[src/rtl/hw_config_pkg.sv]
// Constants for the hardware configuration register bank:
// offsets, field positions, reset values and timing counts.
// Assumes a 100 MHz APB clock and 32-bit APB data.
package hw_config_pkg;

	// Clock
	localparam int CLK_PERIOD_NS = 10;

	// Register byte offsets
	localparam logic [11:0] HW_CFG_OFF    = 12'h000;
	localparam logic [11:0] HW_STATUS_OFF = 12'h004;

	// Field positions in hardware_configuration
	localparam int BOOST_HI       = 14;
	localparam int BOOST_LO       = 13;
	localparam int SHIFT_HI       = 10;
	localparam int SHIFT_LO       = 9;
	localparam int STALL_DIS_BIT  = 8;
	localparam int MII_VIS_BIT    = 7;
	localparam int DROP_ERR_BIT   = 6;
	localparam int MULTI_PACK_BIT = 5;
	localparam int EE_TO_SEL_BIT  = 4;
	localparam int LITE_RST_BIT   = 3;
	localparam int PHY_EXT_BIT    = 2;
	localparam int BURST_EN_BIT   = 1;
	localparam int FULL_RST_BIT   = 0;

	// Field positions in the status register
	localparam int DETACH_STS_BIT = 0;

	// Reset values
	localparam logic [1:0] SHIFT_RST = 2'h0;
	localparam logic [1:0] BOOST_RST = 2'h0;
	localparam logic       FLAG_RST  = 1'b0;

	// EEPROM time-out, as printed, and derived cycle counts
	localparam int  EE_TIMEOUT_LONG_MS  = 30;
	localparam real EE_TIMEOUT_SHORT_US = 1.28;
	localparam int  EE_TIMEOUT_LONG_CYCLES =
		EE_TIMEOUT_LONG_MS * 1000000 / CLK_PERIOD_NS;
	localparam int  EE_TIMEOUT_SHORT_CYCLES =
		int'(EE_TIMEOUT_SHORT_US * 1000.0) / CLK_PERIOD_NS;
	localparam int  EE_CNT_W = 22;

	// Soft reset sequence lengths in cycles
	localparam logic [5:0] LITE_RST_CYCLES = 6'h10;
	localparam logic [5:0] FULL_RST_CYCLES = 6'h20;

	// Reset sequencer states
	typedef enum logic [1:0] {
		SEQ_IDLE = 2'b00,
		SEQ_LITE = 2'b01,
		SEQ_HOLD = 2'b10,
		SEQ_LOAD = 2'b11
	} seq_state_t;

endpackage : hw_config_pkg

[src/rtl/hw_config.sv]
// Hardware configuration register bank, low fields plus drive boost,
// with soft reset sequencer, EEPROM time-out and receive padding.
// Assumes an APB master on pclk; all datapath inputs share pclk
// except the PHY choice strap, which is synchronised here.
//
// Functional notes
// - Receive packets start after zero to three zero pad bytes.
// - Loss of sync stalls Bulk Out unless stall-disable is set.
// - Internal PHY plus visibility bit drives MII pins as outputs.
// - Visibility bit ignored when an external PHY is used.
// - Visibility bit overrides GPIO setup for the MII pins.
// - Drop bit discards errored received frames, else keeps them.
// - Packing bit allows several frames per USB transmit packet.
// - USB receive path always accepts several frames per packet.
// - EEPROM time-out after 30 ms, or 1.28 us when selected.
// - Lite reset bit starts lite reset, self-clears when done.
// - Lite reset spares USB core, EEPROM load and USB connection.
// - PHY choice bit reads 0 internal, 1 external PHY.
// - PHY choice bit reads 0 after presetn, takes the PHY choice pin on a full reset.
// - Burst enable bit applies the burst limit value to transmit.
// - Full reset bit resets the device and any external PHY.
// - Full reset reloads EEPROM, disconnects USB PHY, reconnects.
// - Drive boost follows EEPROM image, restored on USB/lite reset.
// - Detach status bit reads set after a detach-until-link event.
`timescale 1ns/1ns

module hw_config
	import hw_config_pkg::*;
#(
	parameter int EE_LONG_CYCLES = EE_TIMEOUT_LONG_CYCLES
)(
	input  wire logic        pclk,
	input  wire logic        presetn,
	// APB slave
	input  wire logic        psel,
	input  wire logic        penable,
	input  wire logic        pwrite,
	input  wire logic [11:0] paddr,
	input  wire logic [31:0] pwdata,
	output logic      [31:0] prdata,
	output logic             pready,
	output logic             pslverr,
	// Straps and system events
	input  wire logic        phy_choice_pin,
	input  wire logic        usb_bus_reset,
	input  wire logic        detach_event,
	input  wire logic        rx_datapath_enable,
	// EEPROM controller
	input  wire logic        eeprom_present,
	input  wire logic [1:0]  eeprom_boost,
	input  wire logic        eeprom_load_done,
	input  wire logic        eeprom_busy,
	input  wire logic        eeprom_response,
	output logic             eeprom_timeout,
	output logic             eeprom_reload,
	// Transmit side
	input  wire logic        tx_loss_of_sync,
	input  wire logic        bulk_out_stall_clear,
	input  wire logic [15:0] burst_limit_value,
	output logic             bulk_out_stall,
	output logic             multi_frame_packing,
	output logic             usb_rx_multi_frame,
	output logic [15:0]      tx_burst_limit,
	// Receive byte stream in and padded stream out
	input  wire logic        rx_in_valid,
	input  wire logic [7:0]  rx_in_data,
	input  wire logic        rx_in_sop,
	input  wire logic        rx_in_last,
	input  wire logic        rx_in_error,
	output logic             rx_in_ready,
	output logic             rx_out_valid,
	output logic [7:0]       rx_out_data,
	output logic             rx_out_sop,
	output logic             rx_out_last,
	output logic             rx_frame_discard,
	// Pin and reset control
	output logic             mii_pins_drive,
	output logic             gpio_override,
	output logic [1:0]       hs_drive_boost,
	output logic             datapath_reset,
	output logic             usb_core_reset,
	output logic             usb_phy_disconnect,
	output logic             ext_phy_reset
);

	////////////////////////////////////////////////////////////////////
	// Register state

	logic [1:0]      rx_start_shift_q;
	logic            bulk_out_stall_disable_q;
	logic            mii_visibility_enable_q;
	logic            drop_errored_frames_q;
	logic            multi_frame_packing_q;
	logic            eeprom_timeout_select_q;
	logic            burst_limit_enable_q;
	logic [1:0]      boost_q;
	logic [1:0]      boost_image_q;
	logic            detach_sts_q;
	logic            phy_ext_q;
	logic            strap_taken_q;
	logic            sync1_q;
	logic            sync2_q;
	seq_state_t      state_q;
	seq_state_t      state_d;
	logic [5:0]      seq_cnt_q;
	logic [5:0]      seq_cnt_d;
	logic [EE_CNT_W-1:0] ee_cnt_q;
	logic            ee_fired_q;

	////////////////////////////////////////////////////////////////////
	// APB decode

	wire        access   = psel & penable;
	wire        commit   = access & pready;
	wire        hit_cfg  = paddr == HW_CFG_OFF;
	wire        hit_sts  = paddr == HW_STATUS_OFF;
	wire        hit_any  = hit_cfg | hit_sts;
	wire        wr_cfg   = commit & pwrite & hit_cfg;
	wire        wr_sts   = commit & pwrite & hit_sts;
	wire        seq_idle = state_q == SEQ_IDLE;
	wire        full_go  = wr_cfg & seq_idle & pwdata[FULL_RST_BIT];
	wire        lite_go  = wr_cfg & seq_idle & ~pwdata[FULL_RST_BIT]
		& pwdata[LITE_RST_BIT];
	wire        full_start = state_d == SEQ_HOLD && state_q != SEQ_HOLD;
	wire        lite_start = state_d == SEQ_LITE && state_q != SEQ_LITE;

	// Read view of the configuration register
	wire [31:0] cfg_view = {
		17'h00000,
		boost_q,
		2'h0,
		rx_start_shift_q,
		bulk_out_stall_disable_q,
		mii_visibility_enable_q,
		drop_errored_frames_q,
		multi_frame_packing_q,
		eeprom_timeout_select_q,
		state_q == SEQ_LITE,
		phy_ext_q,
		burst_limit_enable_q,
		state_q == SEQ_HOLD || state_q == SEQ_LOAD
	};
	wire [31:0] sts_view = {31'h00000000, detach_sts_q};
	wire [31:0] rd_mux   = hit_cfg ? cfg_view :
		hit_sts ? sts_view : 32'h00000000;

	// One wait state, then answer with data or error
	always_ff @(posedge pclk or negedge presetn)
	begin
		if (!presetn)
		begin
			pready  <= 1'b0;
			pslverr <= 1'b0;
			prdata  <= 32'h00000000;
		end
		else
		begin
			pready  <= access & ~pready;
			pslverr <= access & ~pready & ~hit_any;
			prdata  <= (access & ~pready & ~pwrite) ? rd_mux : 32'h00000000;
		end
	end

	////////////////////////////////////////////////////////////////////
	// PHY choice strap: synchronise, then catch after reset and again on each full reset

	always_ff @(posedge pclk or negedge presetn)
	begin
		if (!presetn)
		begin
			sync1_q <= 1'b0;
			sync2_q <= 1'b0;
		end
		else
		begin
			sync1_q <= phy_choice_pin;
			sync2_q <= sync1_q;
		end
	end

	// Caught one cycle after reset release, before sync2_q holds the pin, and again by a full soft reset
	always_ff @(posedge pclk or negedge presetn)
	begin
		if (!presetn)
		begin
			strap_taken_q <= 1'b0;
			phy_ext_q     <= 1'b0;
		end
		else if (full_start)
			strap_taken_q <= 1'b0;
		else if (!strap_taken_q)
		begin
			strap_taken_q <= 1'b1;
			phy_ext_q     <= sync2_q;
		end
	end

	////////////////////////////////////////////////////////////////////
	// Writable fields; a full reset returns them to defaults

	always_ff @(posedge pclk or negedge presetn)
	begin
		if (!presetn)
		begin
			rx_start_shift_q         <= SHIFT_RST;
			bulk_out_stall_disable_q <= FLAG_RST;
			mii_visibility_enable_q  <= FLAG_RST;
			drop_errored_frames_q    <= FLAG_RST;
			multi_frame_packing_q    <= FLAG_RST;
			eeprom_timeout_select_q  <= FLAG_RST;
			burst_limit_enable_q     <= FLAG_RST;
		end
		else if (full_start)
		begin
			rx_start_shift_q         <= SHIFT_RST;
			bulk_out_stall_disable_q <= FLAG_RST;
			mii_visibility_enable_q  <= FLAG_RST;
			drop_errored_frames_q    <= FLAG_RST;
			multi_frame_packing_q    <= FLAG_RST;
			eeprom_timeout_select_q  <= FLAG_RST;
			burst_limit_enable_q     <= FLAG_RST;
		end
		else if (wr_cfg)
		begin
			if (!rx_datapath_enable)
				rx_start_shift_q <= pwdata[SHIFT_HI:SHIFT_LO];
			bulk_out_stall_disable_q <= pwdata[STALL_DIS_BIT];
			mii_visibility_enable_q  <= pwdata[MII_VIS_BIT];
			drop_errored_frames_q    <= pwdata[DROP_ERR_BIT];
			multi_frame_packing_q    <= pwdata[MULTI_PACK_BIT];
			eeprom_timeout_select_q  <= pwdata[EE_TO_SEL_BIT];
			burst_limit_enable_q     <= pwdata[BURST_EN_BIT];
		end
	end

	////////////////////////////////////////////////////////////////////
	// Drive boost and its EEPROM image

	always_ff @(posedge pclk or negedge presetn)
	begin
		if (!presetn)
		begin
			boost_q       <= BOOST_RST;
			boost_image_q <= BOOST_RST;
		end
		else if (eeprom_load_done)
		begin
			boost_image_q <= eeprom_present ? eeprom_boost : BOOST_RST;
			boost_q       <= eeprom_present ? eeprom_boost : BOOST_RST;
		end
		else if (full_start)
			boost_q <= BOOST_RST;
		else if (usb_bus_reset || lite_start)
			boost_q <= boost_image_q;
		else if (wr_cfg)
			boost_q <= pwdata[BOOST_HI:BOOST_LO];
	end

	////////////////////////////////////////////////////////////////////
	// Detach status: event sets, write one clears, set wins

	always_ff @(posedge pclk or negedge presetn)
	begin
		if (!presetn)
			detach_sts_q <= 1'b0;
		else if (detach_event)
			detach_sts_q <= 1'b1;
		else if (wr_sts && pwdata[DETACH_STS_BIT])
			detach_sts_q <= 1'b0;
	end

	////////////////////////////////////////////////////////////////////
	// Soft reset sequencer

	always_comb
	begin
		state_d   = state_q;
		seq_cnt_d = seq_cnt_q;
		unique case (state_q)
			SEQ_IDLE:
			begin
				if (full_go)
				begin
					state_d   = SEQ_HOLD;
					seq_cnt_d = FULL_RST_CYCLES;
				end
				else if (lite_go)
				begin
					state_d   = SEQ_LITE;
					seq_cnt_d = LITE_RST_CYCLES;
				end
			end
			SEQ_LITE:
			begin
				seq_cnt_d = seq_cnt_q - 6'h01;
				if (seq_cnt_q == 6'h01)
					state_d = SEQ_IDLE;
			end
			SEQ_HOLD:
			begin
				seq_cnt_d = seq_cnt_q - 6'h01;
				if (seq_cnt_q == 6'h01)
					state_d = SEQ_LOAD;
			end
			SEQ_LOAD:
			begin
				if (eeprom_load_done)
					state_d = SEQ_IDLE;
			end
		endcase
	end

	always_ff @(posedge pclk or negedge presetn)
	begin
		if (!presetn)
		begin
			state_q   <= SEQ_IDLE;
			seq_cnt_q <= 6'h00;
		end
		else
		begin
			state_q   <= state_d;
			seq_cnt_q <= seq_cnt_d;
		end
	end

	// Reset outputs follow the next state so they align with it
	always_ff @(posedge pclk or negedge presetn)
	begin
		if (!presetn)
		begin
			datapath_reset     <= 1'b0;
			usb_core_reset     <= 1'b0;
			usb_phy_disconnect <= 1'b0;
			ext_phy_reset      <= 1'b0;
			eeprom_reload      <= 1'b0;
		end
		else
		begin
			datapath_reset     <= state_d != SEQ_IDLE;
			usb_core_reset     <= state_d == SEQ_HOLD;
			usb_phy_disconnect <= state_d == SEQ_HOLD
				|| state_d == SEQ_LOAD;
			ext_phy_reset      <= state_d == SEQ_HOLD && phy_ext_q;
			eeprom_reload      <= state_d == SEQ_LOAD
				&& state_q == SEQ_HOLD;
		end
	end

	////////////////////////////////////////////////////////////////////
	// EEPROM response time-out

	wire [EE_CNT_W-1:0] ee_limit = eeprom_timeout_select_q
		? EE_CNT_W'(EE_TIMEOUT_SHORT_CYCLES - 1)
		: EE_CNT_W'(EE_LONG_CYCLES - 1);
	wire ee_hit = eeprom_busy & ~eeprom_response & ~ee_fired_q
		& (ee_cnt_q == ee_limit);

	always_ff @(posedge pclk or negedge presetn)
	begin
		if (!presetn)
		begin
			ee_cnt_q       <= '0;
			ee_fired_q     <= 1'b0;
			eeprom_timeout <= 1'b0;
		end
		else
		begin
			eeprom_timeout <= ee_hit;
			if (!eeprom_busy || eeprom_response)
			begin
				ee_cnt_q   <= '0;
				ee_fired_q <= 1'b0;
			end
			else if (ee_hit)
				ee_fired_q <= 1'b1;
			else if (!ee_fired_q)
				ee_cnt_q <= ee_cnt_q + 1'b1;
		end
	end

	////////////////////////////////////////////////////////////////////
	// Transmit controls and pin steering

	always_ff @(posedge pclk or negedge presetn)
	begin
		if (!presetn)
		begin
			bulk_out_stall      <= 1'b0;
			multi_frame_packing <= 1'b0;
			usb_rx_multi_frame  <= 1'b0;
			tx_burst_limit      <= 16'hffff;
			mii_pins_drive      <= 1'b0;
			gpio_override       <= 1'b0;
			hs_drive_boost      <= BOOST_RST;
		end
		else
		begin
			if (tx_loss_of_sync && !bulk_out_stall_disable_q)
				bulk_out_stall <= 1'b1;
			else if (bulk_out_stall_clear || state_q != SEQ_IDLE)
				bulk_out_stall <= 1'b0;
			multi_frame_packing <= multi_frame_packing_q;
			usb_rx_multi_frame  <= 1'b1;
			tx_burst_limit      <= burst_limit_enable_q
				? burst_limit_value : 16'hffff;
			mii_pins_drive <= mii_visibility_enable_q
				& ~phy_ext_q;
			gpio_override  <= mii_visibility_enable_q
				& ~phy_ext_q;
			hs_drive_boost <= boost_q;
		end
	end

	////////////////////////////////////////////////////////////////////
	// Receive start shift: zero pad bytes ahead of each packet

	logic [1:0] pad_left_q;
	logic [1:0] pad_left_d;
	logic [7:0] held_data_q;
	logic       held_last_q;
	logic       held_v_q;
	logic       held_v_d;
	logic       out_v_d;
	logic [7:0] out_data_d;
	logic       out_sop_d;
	logic       out_last_d;

	wire rx_take = rx_in_valid & rx_in_ready;

	always_comb
	begin
		pad_left_d = pad_left_q;
		held_v_d   = held_v_q;
		out_v_d    = 1'b0;
		out_data_d = 8'h00;
		out_sop_d  = 1'b0;
		out_last_d = 1'b0;
		if (pad_left_q != 2'h0)
		begin
			out_v_d    = 1'b1;
			pad_left_d = pad_left_q - 2'h1;
		end
		else if (held_v_q)
		begin
			out_v_d    = 1'b1;
			out_data_d = held_data_q;
			out_last_d = held_last_q;
			held_v_d   = 1'b0;
		end
		else if (rx_take)
		begin
			out_v_d   = 1'b1;
			out_sop_d = rx_in_sop;
			if (rx_in_sop && rx_start_shift_q != 2'h0)
			begin
				held_v_d   = 1'b1;
				pad_left_d = rx_start_shift_q - 2'h1;
			end
			else
			begin
				out_data_d = rx_in_data;
				out_last_d = rx_in_last;
			end
		end
	end

	always_ff @(posedge pclk or negedge presetn)
	begin
		if (!presetn)
		begin
			pad_left_q       <= 2'h0;
			held_v_q         <= 1'b0;
			held_data_q      <= 8'h00;
			held_last_q      <= 1'b0;
			rx_in_ready      <= 1'b0;
			rx_out_valid     <= 1'b0;
			rx_out_data      <= 8'h00;
			rx_out_sop       <= 1'b0;
			rx_out_last      <= 1'b0;
			rx_frame_discard <= 1'b0;
		end
		else
		begin
			pad_left_q   <= pad_left_d;
			held_v_q     <= held_v_d;
			rx_in_ready  <= pad_left_d == 2'h0 && !held_v_d;
			rx_out_valid <= out_v_d;
			rx_out_data  <= out_data_d;
			rx_out_sop   <= out_sop_d;
			rx_out_last  <= out_last_d;
			if (rx_take)
			begin
				held_data_q <= rx_in_data;
				held_last_q <= rx_in_last;
			end
			rx_frame_discard <= rx_take & rx_in_last & rx_in_error
				& drop_errored_frames_q;
		end
	end

endmodule : hw_config

[config.mk]
export PLATFORM = sky130hd
export DESIGN_NAME = hw_config
export DESIGN_NICKNAME = d
export VERILOG_FILES = /design/src/rtl/hw_config_pkg.sv /design/src/rtl/hw_config.sv
export SDC_FILE = /design/constraint.sdc
export NUM_CORES = 1
export LEC_CHECK = 0
export BUFFER_PORTS_ARGS = -buffer_cell sky130_fd_sc_hd__buf_2
export CAP_MARGIN = 40
export CELL_PAD_IN_SITES_DETAIL_PLACEMENT = 0
export CELL_PAD_IN_SITES_GLOBAL_PLACEMENT = 1
export CORE_ASPECT_RATIO = 0.8
export CORE_MARGIN = 3
export CORE_UTILIZATION = 43
export CTS_BUF_LIST = sky130_fd_sc_hd__clkbuf_4 sky130_fd_sc_hd__clkbuf_8
export CTS_CLUSTER_DIAMETER = 120
export DETAILED_ROUTE_END_ITERATION = 12
export GPL_ROUTABILITY_DRIVEN = 0
export PLACE_DENSITY = 0.95
export SLEW_MARGIN = 20
export SYNTH_ARGS = -nofsm -noshare
export SYNTH_HDL_FRONTEND = slang
export SYNTH_SLANG_ARGS = --single-unit
[constraint.sdc]
create_clock -name pclk -period 6.68 [get_ports pclk]
set_clock_uncertainty 0.05 [all_clocks]
set_input_delay 1.336 -clock pclk [delete_from_list [all_inputs] [get_ports pclk]]
set_output_delay 1.336 -clock pclk [all_outputs]
set_load 0.1 [all_outputs]
## After elaboration in Yosys (flattened, before gate mapping)

Index checks and enable logic that the tools add are counted.

- Reduce and logical (&&, ||, !) cells: 34
- Bitwise gates (word level): 30
- Shifts and indexed selects: 0
- $mul: 0
- Multiplexer cells: 66
- Order comparisons: 0
- $add $sub $neg: 4
- Eq/ne operators: 15
- Divide/modulo/power cells: 0

Operators by type and width:

| kind | count |
|---|---|
| 22-bit 2-to-1 mux | 4 |
| 1-bit 2-to-1 mux | 34 |
| 2-bit 2-to-1 mux | 17 |
| 8-bit 2-to-1 mux | 4 |
| 15-bit 2-to-1 mux | 2 |
| 22-bit by 1-bit adder with 22-bit output (second input constant) | 1 |
| 22-bit == test | 1 |
| 1-bit bitwise AND | 20 |
| 2-bit nonzero test | 9 |
| 16-bit 2-to-1 mux | 1 |
| 12-bit by 3-bit == test with 1-bit output (second input constant) | 1 |
| 12-bit logical NOT | 1 |
| 6-bit 2-to-1 mux | 2 |
| 6-bit case mux with 2 select lines | 1 |
| 1-bit NOT | 9 |
| 2-bit == test (second input constant) | 4 |
| 1-bit logical AND | 8 |
| 2-bit by 1-bit inequality test with 1-bit output (second input constant) | 4 |
| 2-bit case mux with 4 select lines | 1 |
| 2-bit AND reduction | 4 |
| 6-bit by 1-bit == test with 1-bit output (second input constant) | 1 |
| 6-bit by 1-bit subtractor with 6-bit output (second input constant) | 1 |
| 1-bit logical OR | 5 |
| 2-bit by 1-bit == test with 1-bit output (second input constant) | 2 |
| 8 further kinds | 12 |

- Memory bits (writable): 0
- Output and inout bits: 76
- ROM bits: 0
- Register bits after elaboration: 118
- Bits of input ports: 89
- Memories kept: 0
- Bits in latches: 0

## Longest topological paths before layout

- Depth in word-level cells: 16
- Mapped depth: 9
- Mapped depth without buffers: 9

## Worst setup path before layout

No wires, ideal clock.

- Path kind: input -> register
- From: in paddr[2]
- To: reg phy_ext_q
- Setup time: 0.125 ns
- Stages on the path: 8
- Path buffers: 2
- Arrival time: 2.809 ns
- Path slack: 3.696 ns
- Cell sequence: buf_6 > nor4_4 > and4_4 > a311o_2 > a21oi_2 > buf_4 > nor2_1 > mux2_4

- Word-level cells in the longest chain between the ends: 12
- Elaborated cells between the ends (all ways): 13

Ends and longest elaborated chain:

| what | line | source |
|---|---|---|
| start, declared | hw_config.sv:38 | `input wire logic [11:0] paddr,` |
| 12-bit logical NOT * | hw_config.sv:115 | `wire hit_cfg = paddr == HW_CFG_OFF;` |
| 1-bit bitwise AND * | hw_config.sv:118 | `wire wr_cfg = commit & pwrite & hit_cfg;` |
| 1-bit bitwise AND * | hw_config.sv:121, hw_config.sv:122 |  |
| 1-bit bitwise AND | hw_config.sv:122 | `wire lite_go = wr_cfg & seq_idle & ~pwdata[FULL_RST_BIT]` |
| 1-bit bitwise AND | hw_config.sv:123 | `& pwdata[LITE_RST_BIT];` |
| 2-bit 2-to-1 mux | hw_config.sv:287 | `else if (lite_go)` |
| 2-bit 2-to-1 mux * | hw_config.sv:282 | `if (full_go)` |
| 2-bit case mux with 4 select lines * | hw_config.sv:279 | `unique case (state_q)` |
| 2-bit == test * | hw_config.sv:124 | `wire full_start = state_d == SEQ_HOLD && state_q != SEQ_HOLD;` |
| 1-bit logical AND * | hw_config.sv:124 |  |
| 1-bit NOT (no line) * | - |  |
| 2-bit AND reduction (no line) * | - |  |
| end signal, assigned | hw_config.sv:194 | `phy_ext_q <= sync2_q;` |
| end, declared | hw_config.sv:99 | `logic phy_ext_q;` |

Mark *: on every way between the ends. The rest lies on a longest branch, timed or not.
A chain may end at the register's enable or synchronous reset.

## Final worst setup path

- From: in psel
- To: reg boost_q[1]

- Word-level cells in the longest chain between the ends: 16
- Elaborated cells between the ends (all ways): 20

Ends and longest elaborated chain:

| what | line | source |
|---|---|---|
| start, declared | hw_config.sv:35 | `input wire logic psel,` |
| 1-bit bitwise AND * | hw_config.sv:113 | `wire access = psel & penable;` |
| 1-bit bitwise AND * | hw_config.sv:114 | `wire commit = access & pready;` |
| 1-bit bitwise AND * (2 in a row) | hw_config.sv:118 |  |
| 1-bit bitwise AND | hw_config.sv:121, hw_config.sv:122 |  |
| 1-bit bitwise AND | hw_config.sv:122 |  |
| 1-bit bitwise AND | hw_config.sv:123 |  |
| 2-bit 2-to-1 mux | hw_config.sv:287 |  |
| 2-bit 2-to-1 mux | hw_config.sv:282 |  |
| 2-bit case mux with 4 select lines | hw_config.sv:279 |  |
| 2-bit by 1-bit == test with 1-bit output | hw_config.sv:125 | `wire lite_start = state_d == SEQ_LITE && state_q != SEQ_LITE;` |
| 1-bit logical AND | hw_config.sv:125 |  |
| 1-bit logical OR | hw_config.sv:253 | `else if (usb_bus_reset \|\| lite_start)` |
| 2-bit 2-to-1 mux | hw_config.sv:253 |  |
| 2-bit 2-to-1 mux | hw_config.sv:251 | `else if (full_start)` |
| 2-bit 2-to-1 mux | hw_config.sv:246 | `else if (eeprom_load_done)` |
| end signal, assigned | hw_config.sv:249 | `boost_q <= eeprom_present ? eeprom_boost : BOOST_RST;` |
| end signal, assigned | hw_config.sv:254 | `boost_q <= boost_image_q;` |
| end signal, assigned | hw_config.sv:256 | `boost_q <= pwdata[BOOST_HI:BOOST_LO];` |
| end, declared | hw_config.sv:96 | `logic [1:0] boost_q;` |

Marks and branches as above.

==> metrics.cfg <==
[layout]
multiInputGateArea_um2=2157
final_cell_mix=buf_2, dfrtp_1, nand2_1
seq_area_um2=2923
area_growth_pct=22.90
n_fill_cell=1018
final_common_cell=buf_2
final_core_util_pct=55.33
drive_gt1_share_pct=31.76
fin_nets=722
final_cell_area_um2=6494
antenna_cells=0

[clock_network]
cts_tree=built
path_clk_slew_ns=0.07
clock_latency_ns=0.42
cts_hold_buf=0
cts_sinks=116
htreeDepth=4
cts_resized=0
cts_root_buf=clkbuf_8
cts_buffer_depth=2
numCtsBuffers=17
post_cts_buffers=0

[global_routing]
antenna_found_initial=0
grt_overflow_total=0
grt_max_degree=64
first_global_vias=3859
grtUsageTotal_pct=17.92
grt_pass1_wl_um=19150

[yosys]
synth_ff_type=dfrtp_1
ys_warn_count=0
avgSynthCellArea_um2=10.76
async_flop_share_pct=100.0
ys_types=62
synth_area_um2=5284
yosys.area.top_type=dfrtp_1
ys_seq_elements=116
seq_area_frac_synth_pct=55.32
synthCells=491
synth.top_cell.area_share_pct=47.36
synth-edff-count=0
synth_top_cells_by_area=dfrtp_1, dfstp_2, nand2_1

[floorplanning]
core_area_um2=11740
die_y_um=105.2
fp.dieW_um=129.9
start_util_pct=45.02
die_area_um2=13660
num_rows=35
io_pins=165

[sta]
fmax_mhz=323.2
fin_setup_tns_ns=0
period_share_pct=46.31
min_period_ns=3.094
worstMarginPinSlew_ns=0.7940
maxSlewViolCount=0
hold_violations=0
rsz0062_at_grt=no
relSlewSlack_pct=46.58
setup_viol=0

[pwr]
cellLeakagePower_nw=3.100
irDropWorstVdd_v=0.0002434
cellPowerDensity_nw_per_um2=338.4

[routing]
ant_nets=0
vias=4005
drtIter0Drc=326
drc=0
viasPerCell=5.108
routedWlPerCell_um=15.17
wl_um=11890
first_pass_iters=4

[worst_setup_path]
crit_type=in2reg
cp-endpoint=boost_q[1]
reg2reg_depth=8
startpoint_type=input port
r2r_start=state_q[0]
crit_path_end_kind=flip-flop
arrival_ns=3.40
crit_fanout=12
crit_required_ns=6.98
cp-startpoint=psel
r2r-end=boost_q[1]
r2r_setup_slack_ns=3.89

[placed_design]
port_buffers=125
dpl-instance-area_um2=5972
dp_hpwl_um=8378

[worst_hold_path]
holdCritPathClass=reg2reg

[job]
drv_cap=0

[run_status]
status=finished, final reports clean

-- Yosys cell counts, types with 2 or more instances --
| library cell | number |
|---|---|
| mux2i_1 | 5 |
| clkbuf_1 | 8 |
| dfstp_2 | 16 |
| and3_1 | 8 |
| nand2_1 | 61 |
| a21o_1 | 4 |
| a31oi_1 | 3 |
| nand4_1 | 10 |
| a21oi_1 | 11 |
| dfrtp_1 | 100 |
| a21oi_2 | 4 |
| and4_1 | 4 |
| nor2b_1 | 7 |
| o21ai_0 | 11 |
| xnor2_1 | 7 |
| nor3_2 | 3 |
| or3_1 | 3 |
| ha_1 | 10 |
| nor4_4 | 3 |
| a2111oi_0 | 2 |
| a22o_1 | 2 |
| nand3b_1 | 3 |
| and2_1 | 20 |
| xor2_1 | 13 |
| nand3_1 | 14 |
| nand2b_1 | 20 |
| a32oi_1 | 9 |
| buf_2 | 3 |
| nor2_1 | 44 |
| nor3_1 | 8 |
| inv_1 | 17 |
| buf_4 | 21 |
| or2_2 | 2 |
| nor4_1 | 5 |
| conb_1 | 2 |
| a32o_1 | 2 |
-- metrics by stage --
step	hold slack, ns	worst slack, ns	instances	power (mW)
floorplan	0.2812	3.696	509	1.281
global placement	0.2819	3.221	751	1.391
detailed placement	0.2934	3.186	751	1.405
CTS	0.3086	3.651	783	2.216
global route	0.3107	3.538	784	2.301
finish	0.3143	3.586	784	2.198
-- registers in the layout, summed over array words and instances, names as in the netlist, 6 cells and up --
signal,flops
ee_cnt_q,22
held_data_q,8
prdata,13
rx_out_data,8
seq_cnt_q,6
tx_burst_limit,16
-- cell type report --
cell class | instances | area share, %
tap | 148 | 2.852
sequential | 116 | 45.01
inverter | 17 | 0.9827
clock inverter | 12 | 3.468
multi-input combinational | 343 | 33.22
timing repair buffer | 128 | 10.33
clock buffer | 20 | 4.143
-- kinds of logic after synthesis --
kind of cell	after synthesis	synth area share (%)
simple gates	226	23.32
flops	116	55.32
compound gates	61	9.046
buf+inv	50	5.257
xor+xnor	20	3.315
fa+ha+maj	10	2.368
mux	6	1.231
other cells	2	0.1421
-- worst min-delay path by stage --
stage / from / to / slack (ns) / cells past startpoint
after floorplan: sync1_q / sync2_q / 0.28 / 0
after global placement: sync1_q / sync2_q / 0.28 / 0
after detailed placement: sync1_q / sync2_q / 0.29 / 0
after CTS: sync1_q / sync2_q / 0.31 / 0
after global routing: sync1_q / sync2_q / 0.31 / 0
final: sync1_q / sync2_q / 0.31 / 0
-- critical path, stage by stage --
cell and delay [ns]:
buf_2 0.11, and4_1 0.24, and4_4 0.22, a311o_2 0.37, a21oi_2 0.57, nor3_1 0.14, a32o_1 0.31, a21oi_2 0.10
-- metal layers --
layer	vias up	global-route usage [%]	share of wire, %
li1	1893	-	-
met1	1953	24.59	45
met2	147	27.30	48
met3	12	4.650	6.1
met4	0	6.677	1.4
met5	-	0	0
-- where the power goes --
| part | switching, mW | internal [mW] | total, mW | leakage [nW] |
|---|---|---|---|---|
| registers | 0.0504 | 0.763 | 0.814 | 1.48 |
| clock network | 0.290 | 0.507 | 0.797 | 0.239 |
| logic | 0.417 | 0.170 | 0.586 | 1.39 |
No activity file was read; power rests on OpenSTA's default activity.
